==> config.mk <==
export PLATFORM = sky130hd
export DESIGN_NAME = ecd_core
export DESIGN_NICKNAME = d
export VERILOG_FILES = /design/src/logic/ecd_pkg.sv /design/src/logic/ecd_core.sv /design/src/logic/ecd_alu.sv
export VERILOG_INCLUDE_DIRS = /design/src /design/src/logic
export SDC_FILE = /design/constraint.sdc
export NUM_CORES = 2
export LEC_CHECK = 0
export BUFFER_PORTS_ARGS = -buffer_cell sky130_fd_sc_hd__buf_4
export CORE_AREA = 2 2 711 430
export DETAILED_ROUTE_END_ITERATION = 6
export DIE_AREA = 0 0 713 432
export GPL_ROUTABILITY_DRIVEN = 0
export MAX_ROUTING_LAYER = met4
export PLACE_DENSITY = 0.65
export SLEW_MARGIN = 10
export SYNTH_ARGS = -nofsm -noshare
export SYNTH_HDL_FRONTEND = slang
export SYNTH_SLANG_ARGS = --single-unit
export TNS_END_PERCENT = 1
==> constraint.sdc <==
create_clock -name sys_clk -period 16.33 [get_ports sys_clk]
set_clock_uncertainty 0.1 [all_clocks]
set_input_delay 4.0825 -clock sys_clk [delete_from_list [all_inputs] [get_ports sys_clk]]
set_output_delay 4.0825 -clock sys_clk [all_outputs]
set_load 0.005 [all_outputs]
==> src/logic/ecd_defs.svh <==
// constants of the engine control datapath: widths, opcodes, field positions,
// reset values and sequence counts; assumes it is included by bare name.
`ifndef ECD_DEFS_SVH
`define ECD_DEFS_SVH

// --------------------------------------------------------------------------
// widths and sizes
// --------------------------------------------------------------------------
`define ECD_W 12
`define ECD_PC_W 12
`define ECD_SP_AW 8
`define ECD_SP_DEPTH 256
`define ECD_OUTC_W 3
`define ECD_INC_W 5

// --------------------------------------------------------------------------
// program word fields
// --------------------------------------------------------------------------
`define ECD_SEL_HI 11
`define ECD_SEL_LO 8
`define ECD_SPA_HI 7
`define ECD_SPA_LO 0
`define ECD_OCODE_HI 3
`define ECD_OCODE_LO 0

// --------------------------------------------------------------------------
// opcodes and output sub-codes
// --------------------------------------------------------------------------
`define ECD_OP_OUT 4'h0
`define ECD_OP_INPS 4'h1
`define ECD_OP_INPC 4'h2
`define ECD_OP_LAI 4'h3
`define ECD_OP_LMI 4'h4
`define ECD_OP_ALU_AR 4'h5
`define ECD_OP_ALU_ARC 4'h6
`define ECD_OP_ALU_LG 4'h7
`define ECD_OP_STA 4'h8
`define ECD_OP_SHL 4'h9
`define ECD_OP_SHR 4'ha
`define ECD_OUT_LOAD 4'h1
`define ECD_OUT_ADDR_LO 4'h2
`define ECD_OUT_ADDR_HI 4'h6
`define ECD_OUT_AD 4'he
`define ECD_OUT_RESTART 4'hf

// --------------------------------------------------------------------------
// reset values and counts
// --------------------------------------------------------------------------
`define ECD_DATA_RST 12'h000
`define ECD_PC_RST 12'h000
`define ECD_OUTC_RST 3'h0
`define ECD_INC_RST 5'h00
`define ECD_SER_LAST 4'hb
`define ECD_SER_PULSES 4'hc

`endif

==> src/logic/ecd_pkg.sv <==
// types of the engine control datapath
// assumes ecd_defs.svh sits on the include path
`default_nettype none
`include "ecd_defs.svh"

package ecd_pkg;

  typedef logic [`ECD_W-1:0] ecd_data_t;

  typedef struct packed {
    logic [3:0] op;
    logic [`ECD_W-1:0] operand;
  } ecd_word_s;

  // sel[3] is s0, so 4'b1001 reads as HLLH
  typedef struct packed {
    logic [3:0] sel;
    logic mode;
    logic cin;
  } ecd_alu_ctl_s;

  typedef enum logic [3:0] {
    ecd_i_nop, ecd_i_out_load, ecd_i_out_addr, ecd_i_out_ad, ecd_i_restart,
    ecd_i_inp_sensor, ecd_i_inp_cmd, ecd_i_lai, ecd_i_lmi, ecd_i_alu,
    ecd_i_sta, ecd_i_shl, ecd_i_shr
  } ecd_instr_e;

  typedef enum logic [1:0] {
    ecd_st_decode, ecd_st_serial, ecd_st_done
  } ecd_state_e;

endpackage

`default_nettype wire

==> src/logic/ecd_core.sv <==
// central processor datapath: sequencing, decode, control, alu, scratch pad,
// accumulator and multiplier/quotient register.
// assumes program memory answers pm_addr with pm_word in the same cycle.
`timescale 1ns/100ps
`default_nettype none
`include "ecd_defs.svh"

module ecd_core
  import ecd_pkg::*;
(
  // clock and reset
  input wire logic sys_clk,
  input wire logic rst,
  input wire logic ce,
  // program memory
  output logic [`ECD_PC_W-1:0] pm_addr,
  input wire ecd_word_s pm_word,
  // pins from outside the clock domain
  input wire logic sensor_ser_in,
  input wire logic cmd_ser_in,
  input wire logic ad_done_in,
  // control strobes
  output logic pc_adv,
  output logic ad_start,
  output logic ser_shift,
  output logic [3:0] ser_bit_idx,
  // data and status
  output ecd_data_t da_out,
  output logic [`ECD_OUTC_W-1:0] out_addr,
  output logic [`ECD_INC_W-1:0] in_cnt,
  output ecd_data_t acc_q,
  output ecd_data_t mq_q,
  output ecd_instr_e cur_instr
);

  // --------------------------------------------------------------------------
  // pin synchronisers
  // --------------------------------------------------------------------------
  logic [2:0] pin_in;
  logic [2:0] sy1_ff, sy2_ff, sy3_ff, pin_ff;
  assign pin_in = {ad_done_in, cmd_ser_in, sensor_ser_in};
  // a change counts only once stages two and three agree
  for (genvar k = 0; k < 3; k++) begin : g_sync
    always_ff @(posedge sys_clk) begin
      if (rst) begin
        sy1_ff[k] <= 1'b0;
        sy2_ff[k] <= 1'b0;
        sy3_ff[k] <= 1'b0;
        pin_ff[k] <= 1'b0;
      end else if (ce) begin
        sy1_ff[k] <= pin_in[k];
        sy2_ff[k] <= sy1_ff[k];
        sy3_ff[k] <= sy2_ff[k];
        if (sy2_ff[k] == sy3_ff[k]) begin
          pin_ff[k] <= sy2_ff[k];
        end
      end
    end
  end

  // --------------------------------------------------------------------------
  // op-code decode
  // --------------------------------------------------------------------------
  ecd_state_e state_ff;
  ecd_instr_e instr_ff;
  logic [3:0] bit_cnt_ff;
  logic [`ECD_PC_W-1:0] pc_ff;
  logic [3:0] ocode;
  logic in_decode;
  logic restart;
  assign pm_addr = pc_ff;
  assign ocode = pm_word.operand[`ECD_OCODE_HI:`ECD_OCODE_LO];
  always_comb begin
    cur_instr = ecd_i_nop;
    case (pm_word.op)
      `ECD_OP_OUT: begin
        if (ocode == `ECD_OUT_LOAD) begin
          cur_instr = ecd_i_out_load;
        end else if (ocode >= `ECD_OUT_ADDR_LO && ocode <= `ECD_OUT_ADDR_HI) begin
          cur_instr = ecd_i_out_addr;
        end else if (ocode == `ECD_OUT_AD) begin
          cur_instr = ecd_i_out_ad;
        end else if (ocode == `ECD_OUT_RESTART) begin
          cur_instr = ecd_i_restart;
        end
      end
      `ECD_OP_INPS: cur_instr = ecd_i_inp_sensor;
      `ECD_OP_INPC: cur_instr = ecd_i_inp_cmd;
      `ECD_OP_LAI: cur_instr = ecd_i_lai;
      `ECD_OP_LMI: cur_instr = ecd_i_lmi;
      `ECD_OP_ALU_AR, `ECD_OP_ALU_ARC, `ECD_OP_ALU_LG: cur_instr = ecd_i_alu;
      `ECD_OP_STA: cur_instr = ecd_i_sta;
      `ECD_OP_SHL: cur_instr = ecd_i_shl;
      `ECD_OP_SHR: cur_instr = ecd_i_shr;
      default: cur_instr = ecd_i_nop;
    endcase
  end
  assign in_decode = (state_ff == ecd_st_decode);
  assign restart = in_decode && (cur_instr == ecd_i_restart);

  // --------------------------------------------------------------------------
  // control sequencer
  // --------------------------------------------------------------------------
  logic serial_op;
  assign serial_op = (cur_instr == ecd_i_inp_sensor) || (cur_instr == ecd_i_inp_cmd) ||
                     (cur_instr == ecd_i_lai) || (cur_instr == ecd_i_lmi);
  always_ff @(posedge sys_clk) begin
    if (rst) begin
      state_ff <= ecd_st_decode;
      instr_ff <= ecd_i_nop;
      bit_cnt_ff <= 4'h0;
    end else if (ce) begin
      case (state_ff)
        ecd_st_decode: begin
          instr_ff <= cur_instr;
          bit_cnt_ff <= 4'h0;
          if (restart) begin
            state_ff <= ecd_st_decode;
          end else if (serial_op) begin
            state_ff <= ecd_st_serial;
          end else begin
            state_ff <= ecd_st_done;
          end
        end
        ecd_st_serial: begin
          bit_cnt_ff <= bit_cnt_ff + 4'h1;
          if (bit_cnt_ff == `ECD_SER_LAST) begin
            state_ff <= ecd_st_done;
          end
        end
        ecd_st_done: state_ff <= ecd_st_decode;
        default: state_ff <= ecd_st_decode;
      endcase
    end
  end
  assign pc_adv = (state_ff == ecd_st_done);
  assign ser_shift = (state_ff == ecd_st_serial);
  assign ser_bit_idx = bit_cnt_ff;
  assign ad_start = in_decode && (cur_instr == ecd_i_out_ad);

  // --------------------------------------------------------------------------
  // counters
  // --------------------------------------------------------------------------
  logic ad_prev_ff;
  // restart wins over every advance in the same cycle
  always_ff @(posedge sys_clk) begin
    if (rst) begin
      pc_ff <= `ECD_PC_RST;
      out_addr <= `ECD_OUTC_RST;
      in_cnt <= `ECD_INC_RST;
      ad_prev_ff <= 1'b0;
    end else if (ce) begin
      ad_prev_ff <= pin_ff[2];
      if (restart) begin
        pc_ff <= `ECD_PC_RST;
        out_addr <= `ECD_OUTC_RST;
        in_cnt <= `ECD_INC_RST;
      end else begin
        if (pc_adv) begin
          pc_ff <= pc_ff + 12'h001;
        end
        if (in_decode && cur_instr == ecd_i_out_addr) begin
          out_addr <= out_addr + 3'h1;
        end
        if (pin_ff[2] && !ad_prev_ff) begin
          in_cnt <= in_cnt + 5'h01;
        end
      end
    end
  end

  // --------------------------------------------------------------------------
  // scratch pad and alu
  // --------------------------------------------------------------------------
  ecd_data_t sp_mem [`ECD_SP_DEPTH];
  ecd_data_t acc_ff, mq_ff, sp_b, alu_f;
  ecd_alu_ctl_s alu_ctl;
  logic [`ECD_SP_AW-1:0] sp_addr;
  logic sp_rd_en, sp_wr;
  assign sp_addr = pm_word.operand[`ECD_SPA_HI:`ECD_SPA_LO];
  assign sp_rd_en = (cur_instr == ecd_i_alu);
  assign sp_wr = in_decode && (cur_instr == ecd_i_sta) && !sp_rd_en;
  assign sp_b = sp_rd_en ? sp_mem[sp_addr] : `ECD_DATA_RST;
  for (genvar g = 0; g < `ECD_SP_DEPTH; g++) begin : g_pad
    always_ff @(posedge sys_clk) begin
      if (rst) begin
        sp_mem[g] <= `ECD_DATA_RST;
      end else if (ce && sp_wr && sp_addr == 8'(g)) begin
        sp_mem[g] <= acc_ff;
      end
    end
  end
  assign alu_ctl.sel = pm_word.operand[`ECD_SEL_HI:`ECD_SEL_LO];
  assign alu_ctl.mode = (pm_word.op == `ECD_OP_ALU_LG);
  assign alu_ctl.cin = (pm_word.op == `ECD_OP_ALU_ARC);
  ecd_alu ecd_alu_inst (
    .a(acc_ff),
    .b(sp_b),
    .ctl(alu_ctl),
    .f(alu_f)
  );

  // --------------------------------------------------------------------------
  // accumulator and multiplier/quotient register
  // --------------------------------------------------------------------------
  logic ser_bit;
  always_comb begin
    case (instr_ff)
      ecd_i_inp_sensor: ser_bit = pin_ff[0];
      ecd_i_inp_cmd: ser_bit = pin_ff[1];
      default: ser_bit = pm_word.operand[bit_cnt_ff];
    endcase
  end
  // lsb arrives first, so the serial load shifts right
  always_ff @(posedge sys_clk) begin
    if (rst) begin
      acc_ff <= `ECD_DATA_RST;
    end else if (ce) begin
      if (in_decode) begin
        case (cur_instr)
          ecd_i_alu: acc_ff <= alu_f;
          ecd_i_lmi: acc_ff <= `ECD_DATA_RST;
          ecd_i_shl: acc_ff <= {acc_ff[10:0], mq_ff[11]};
          ecd_i_shr: acc_ff <= {mq_ff[0], acc_ff[11:1]};
          default: acc_ff <= acc_ff;
        endcase
      end else if (ser_shift && instr_ff != ecd_i_lmi) begin
        acc_ff <= {ser_bit, acc_ff[11:1]};
      end
    end
  end
  always_ff @(posedge sys_clk) begin
    if (rst) begin
      mq_ff <= `ECD_DATA_RST;
    end else if (ce) begin
      if (in_decode && cur_instr == ecd_i_shl) begin
        mq_ff <= {mq_ff[10:0], acc_ff[11]};
      end else if (in_decode && cur_instr == ecd_i_shr) begin
        mq_ff <= {acc_ff[0], mq_ff[11:1]};
      end else if (ser_shift && instr_ff == ecd_i_lmi) begin
        mq_ff <= {ser_bit, mq_ff[11:1]};
      end
    end
  end
  always_ff @(posedge sys_clk) begin
    if (rst) begin
      da_out <= `ECD_DATA_RST;
    end else if (ce && in_decode && cur_instr == ecd_i_out_load) begin
      da_out <= acc_ff;
    end
  end
  assign acc_q = acc_ff;
  assign mq_q = mq_ff;

  // --------------------------------------------------------------------------
  // checks
  // --------------------------------------------------------------------------
  logic [3:0] pulse_cnt_ff;
  logic was_serial;
  // helper counter obeys ce like all other state
  always_ff @(posedge sys_clk) begin
    if (rst) begin
      pulse_cnt_ff <= 4'h0;
    end else if (ce && in_decode) begin
      pulse_cnt_ff <= 4'h0;
    end else if (ce && ser_shift) begin
      pulse_cnt_ff <= pulse_cnt_ff + 4'h1;
    end
  end
  assign was_serial = (instr_ff == ecd_i_inp_sensor) || (instr_ff == ecd_i_inp_cmd) ||
                      (instr_ff == ecd_i_lai) || (instr_ff == ecd_i_lmi);
endmodule

`default_nettype wire

==> src/logic/ecd_alu.sv <==
// sixteen-function alu, active-high table, arithmetic or logic by mode
// assumes operands and control settle within one processor clock
`timescale 1ns/100ps
`default_nettype none

module ecd_alu
  import ecd_pkg::*;
(
  // operands
  input wire ecd_data_t a,
  input wire ecd_data_t b,
  // function
  input wire ecd_alu_ctl_s ctl,
  // result
  output ecd_data_t f
);

  // --------------------------------------------------------------------------
  // function table
  // --------------------------------------------------------------------------
  ecd_data_t x;
  ecd_data_t y;
  ecd_data_t lg;
  ecd_data_t cx;

  always_comb begin
    x = a;
    y = '0;
    lg = a;
    case (ctl.sel)
      4'b0000: begin y = '0;             lg = ~a;         end
      4'b0001: begin x = a | b;          lg = ~(a | b);   end
      4'b0010: begin x = a | ~b;         lg = ~a & b;     end
      4'b0011: begin x = '1;             lg = '0;         end
      4'b0100: begin y = a & ~b;         lg = ~(a & b);   end
      4'b0101: begin x = a | b; y = a & ~b; lg = ~b;     end
      4'b0110: begin y = ~b;             lg = a ^ b;      end
      4'b0111: begin x = a & ~b; y = '1; lg = a & ~b;    end
      4'b1000: begin y = a & b;          lg = ~a | b;     end
      4'b1001: begin y = b;              lg = ~(a ^ b);   end
      4'b1010: begin x = a | ~b; y = a & b; lg = b;      end
      4'b1011: begin x = a & b; y = '1;  lg = a & b;      end
      4'b1100: begin y = a;              lg = '1;         end
      4'b1101: begin x = a | b; y = a;   lg = a | ~b;     end
      4'b1110: begin x = a | ~b; y = a;  lg = a | b;      end
      default: begin y = '1;             lg = a;          end
    endcase
    cx = ecd_data_t'({11'h000, ctl.cin});
  end

  // carry ignored in logic mode
  assign f = ctl.mode ? lg : ecd_data_t'(x + y + cx);

endmodule

`default_nettype wire

; ---- Word level (Yosys, flattened, before mapping)
; Memory sizes are Yosys's and may differ from the RTL's.
; Cells that the tools add are included.
[totals]
output_inout_bits = 67
regBits = 79
input_bits = 22
mem_bits_rw = 3072
elab_cells = 1966
latch_bits = 0
romBits = 0
n_memories = 1
[mem_list]
columns = memory, depth, word_bits, rd, rd_clocked_by_memory_dff, wr, line_no
row1 = sp_mem, 256, 12, 1, 0, 256, ecd_core.sv:175  ; ecd_data_t sp_mem [`ECD_SP_DEPTH];
[op_classes]
add_sub_neg = 6
n_eq_ne = 307
n_mux = 1056
n_div = 0
n_mul = 0
n_shift = 0
bitwise_logic = 268
reduce_logical = 303
order_cmp = 3
[ops]
columns = operator, count
row1 = 12-bit two-way mux, 265
row2 = 8-bit == test (second input constant), 128
row3 = 1-bit two-way mux, 771
row4 = 8-bit by 7-bit == test with 1-bit output (second input constant), 64
row5 = 1-bit logical AND, 270
row6 = 8-bit by 6-bit == test with 1-bit output (second input constant), 32
row7 = 1-bit OR, 256
row8 = 12-bit one-hot mux with 15 select lines, 1
row9 = 8-bit by 5-bit == test with 1-bit output (second input constant), 16
row10 = 4-bit == test (second input constant), 19
row11 = 12-bit one-hot mux with 6 select lines, 1
row12 = 8-bit by 4-bit == test with 1-bit output (second input constant), 8
row13 = 12-bit inverter, 5
row14 = 12-bit one-hot mux with 5 select lines, 1
row15 = 4-bit by 3-bit == test with 1-bit output (second input constant), 14
row16 = 12-bit one-hot mux with 4 select lines, 1
row17 = 12-bit AND, 3
row18 = 12-bit OR, 3
row19 = 4-bit one-hot mux with 9 select lines, 1
row20 = 8-bit by 3-bit == test with 1-bit output (second input constant), 4
row21 = 4-bit by 2-bit == test with 1-bit output (second input constant), 6
row22 = 2-bit AND reduction, 10
row23 = 3-bit two-way mux, 6
row24 = 18-bit inequality test (second input constant), 1
row25 = other kinds (36), 57

; ---- Depth between registers and ports, before layout
[depth]
depth_word = 16
depth_mapped = 30
mapped_depth_nobuf = 23

; ---- Cells and area by module
; Synthesis repeated with hierarchy kept, for this count alone.
[unflattened]
cells_unflattened = 9889
hier_area_um2 = 141430.6
[by_module_without_submodules]
columns = mod, cells_each, instances, seq_area_each_um2, area_per_inst_um2
row1 = ecd_core, 9367, 1, 93830.0, 137948.6
row2 = ecd_alu, 522, 1, 0.0, 3482.1

; ---- Worst setup path after synthesis
; Ideal clock, no wire load.
[synth_timing]
path_type = input-to-output
startpoint = in pm_word[0] (netlist name)
endpoint = out ad_start
arrival_time_ps = 5995
path_buffers = 6
stages = 12
t_required_ps = 12147
path_slack_ps = 6152
path_cell_list = buf_6 > buf_8 > buf_8 > buf_6 > buf_4 > buf_6 > a41o_1 > nand2_1 > a21oi_1 > and2_1 > nor3_1 > and3_1
[synth_between]
elab_chain_cells = 8
elab_cells_between_ends = 13
classes_between = order compare (2) / eq/ne (4) / mux (5) / reduce/logical (2)
[synth_rtl]
columns = item, line_no
row1 = from (decl), ecd_core.sv:17  ; input wire ecd_word_s pm_word,
row2 = 4-bit == test (no line), --
row3 = 3-bit two-way mux, ecd_core.sv:83  ; end else if (ocode == `ECD_OUT_RESTART) begin
row4 = 3-bit two-way mux, ecd_core.sv:81  ; end else if (ocode == `ECD_OUT_AD) begin
row5 = 3-bit two-way mux, ecd_core.sv:79  ; end else if (ocode >= `ECD_OUT_ADDR_LO && ocode <= `ECD_OUT_ADDR_HI) begin
row6 = 3-bit two-way mux (*), ecd_core.sv:77  ; if (ocode == `ECD_OUT_LOAD) begin
row7 = 4-bit one-hot mux with 9 select lines (*), ecd_core.sv:75  ; case (pm_word.op)
row8 = net cur_instr[2], ecd_core.sv:33  ; output ecd_instr_e cur_instr
row9 = 4-bit by 2-bit == test with 1-bit output (*), ecd_core.sv:139  ; assign ad_start = in_decode && (cur_instr == ecd_i_out_ad);
row10 = 1-bit logical AND (*), ecd_core.sv:139
row11 = to (decl), ecd_core.sv:24  ; output logic ad_start,
; The timed path passes the listed nets; every way through them passes the cells marked *.

; ---- Final worst setup path
[layout_timing]
startpoint = in pm_word[1] (netlist name)
endpoint = out ad_start
[layout_between]
elab_chain_cells = 8
elab_cells_between_ends = 13
classes_between = order compare (2) / eq/ne (4) / mux (5) / reduce/logical (2)
[layout_rtl]
columns = item, line_no
row1 = 4-bit == test (no line), --
row2 = 3-bit two-way mux, ecd_core.sv:83
row3 = 3-bit two-way mux, ecd_core.sv:81
row4 = 3-bit two-way mux, ecd_core.sv:79
row5 = 3-bit two-way mux (*), ecd_core.sv:77
row6 = 4-bit one-hot mux with 9 select lines (*), ecd_core.sv:75
row7 = 4-bit by 2-bit == test with 1-bit output (*), ecd_core.sv:139
row8 = 1-bit logical AND (*), ecd_core.sv:139
; Mark *: on every way between the ends. The rest lies on a longest branch, timed or not.

==> results.cfg <==
[drt]
drt-total-wl_um = 490000
routedWlPerCell_um = 36.1
drt_iter0_markers = 18100
drt_first_pass_iters = 7
routed_via_density = 7.05
drtAntennaViolNets = 0
num_vias = 95700
drc = 276

[clock_network]
cts_resized = 0
cts_setup_buffers = 0
cts_max_level = 5
cts-buffers-inserted = 290
cts.path.max_buffers = 4
clock_latency_ns = 0.90
cts-root-buf = clkbuf_16
hold_buffers = 0
cts.clk_slew.worst_paths_ns = 0.06
cts.sinks = 3151
cts_tree = yes

[die]
initial_core_util = 0.496
die_h_um = 432
num_rows = 157
die_w_um = 713
ios = 89
core_area_um2 = 303000
die-area_um2 = 308000

[logic_synthesis]
synth-seq-area-share = 0.625
ys_ff_latch = 3151
ys_types = 95
synthesis.nets = 10200
yosys-top-cells-area = edfxtp_1 (61%), mux4_2 (14%), and3_1 (13%)
synthesis.area_um2 = 150000
yosysTopAreaCellShare = 0.615
avgSynthCellArea_um2 = 14.9
synth-edff-count = 3072
synth-main-ff-cell = edfxtp_1
synth_commonest_cells = and3_1 (3080), edfxtp_1 (3072), clkbuf_1 (1174), mux4_2 (900), a21o_1 (264)
yosysMostFrequentCell = and3_1
yosysTopAreaCell = edfxtp_1
yosysWarnings = 0
synth_cells = 10100
async_flop_share = 0

[power]
peakVddDrop_v = 0.0000834
power_leakage_nw = 67.9
p_per_area_nw_per_um2 = 110
finalPower_mw = 17.8

[placement]
dp.cells = 13000
hpwl_um = 283000
port_buffers = 88
placed_area_um2 = 152000
place_ws_ns = 4.45

[global_route]
grt_first_pass_wirelength_um = 691000
antenna_found_initial = 33
grt_max_degree = 161
grt_usage = 0.322
grt_overflow_total = 0
first_global_vias = 89800

[critical_path]
worstRegToRegCells = 21
crit_path_max_fanout = 61
arrival_ns = 7.25
reg2reg_slack_ns = 9.76
cp_data_required_time_ns = 12.15
reg2reg_to = acc_q[8]
r2r_start = sp_mem[144][0]
path_class = primary input to primary output
start_kind = primary input
endpoint_kind = primary output

[sta]
period_needed_ns = 11.43
postLayoutSetupSlackWorst_ns = 4.90
max-slew-margin-rel = 0.0890
rsz0062_at_grt = no
setup_tns_ns = 0
holdWs_ns = 0.368
tightest_slew_ns = 1.33
hold_viol = 0
finalSetupViolations = 0
slew_violations = 0
period_share = 0.700
fmax_mhz = 87.5

[cells_and_area]
utilization = 0.533
layoutNonFillerInstCount = 13600
postLayoutCellArea_um2 = 161000
drive_above_1_share = 0.180
areaGrowthSynthToFinish_pct = 7.41
nNetsFinal = 9366

[outcome]
status = finished, violations left
violations = DRC

[flow_run]
drv_cap = 0

[hold_path]
worstHoldStart = sy2_ff[1]
min_delay_path_depth = 2
whs_endpoint = pin_ff[1]
holdCritPathClass = flop to flop
==> sequential cells by signal (all words and copies together), names as in the netlist, 4 cells and up <==
signal / count
mq_q: 12
sp_mem: 3072
acc_q: 12
da_out: 12
ser_bit_idx: 4
in_cnt: 5
pm_addr: 12
instr_ff: 4
==> cell families (layout without fill, tap and decap cells) <==
logic type | after synthesis | in the layout | share of synthesized area
AND/OR/NAND/NOR | 3648 | 3648 | 0.146
flip-flops | 3151 | 3151 | 0.625
buffers and inverters | 1455 | 881 | 0.0435
multiplexers | 1027 | 1027 | 0.145
AO/OA/AOI/OAI | 710 | 710 | 0.0335
adder cells (fa/ha/maj) | 64 | 64 | 0.00544
XOR/XNOR | 18 | 18 | 0.00114
other | 0 | 19 | 0
==> area by class of cell <==
type | instances | area [um^2]
Antenna cell | 19 | 47.5
Clock buffer | 358 | 7580
Clock inverter | 153 | 1640
Fill cell | 23800 | 141000
Inverter | 48 | 188
Multi-Input combinational cell | 5467 | 50000
Sequential cell | 3151 | 93900
Tap cell | 4054 | 5070
Timing Repair Buffer | 322 | 2750
==> worst max-delay path by stage <==
stage                    start  endpoint  slack (ns)
floorplan           pm_word[0]  ad_start        6.15
global placement    pm_word[0]  acc_q[8]        4.34
detailed placement  pm_word[0]  acc_q[8]        4.45
CTS                 pm_word[1]  ad_start        5.02
global route        pm_word[0]  acc_q[8]        4.71
finish              pm_word[1]  ad_start        4.90
==> power breakdown <==
group          switching [mW]  internal, mW  total [mW]
sequential              0.125          9.11        9.23
clock                    3.15          3.83        6.98
combinational            1.11         0.478        1.59
total                    4.39          13.4        17.8
==> cell usage in the layout (no fill, tap or decap), types with 94 or more instances in the layout <==
cell type / instances
and3_1: 3080
edfxtp_1: 3072
mux4_2: 900
buf_4: 294
clkbuf_16: 292
a21o_1: 264
nor2_1: 171
nand2_1: 163
mux2i_1: 99
a21oi_1: 94
==> routing by layer <==
layer	global-route usage	vias to the layer above	share of wire
met5	-	-	0
met4	0.0930	0	0.035
met3	0.128	1087	0.17
met2	0.421	7313	0.41
met1	0.462	49300	0.39
li1	-	38000	-
==> worst max-delay path, stage by stage <==
cell,delay [ns]
buf_8,0.45
buf_4,0.76
nand3_1,0.47
o22ai_1,0.44
a21oi_1,0.12
o32ai_1,0.24
buf_4,0.22
and3_1,0.16
buf_4,0.11
(Power assumes the default switching activity.)
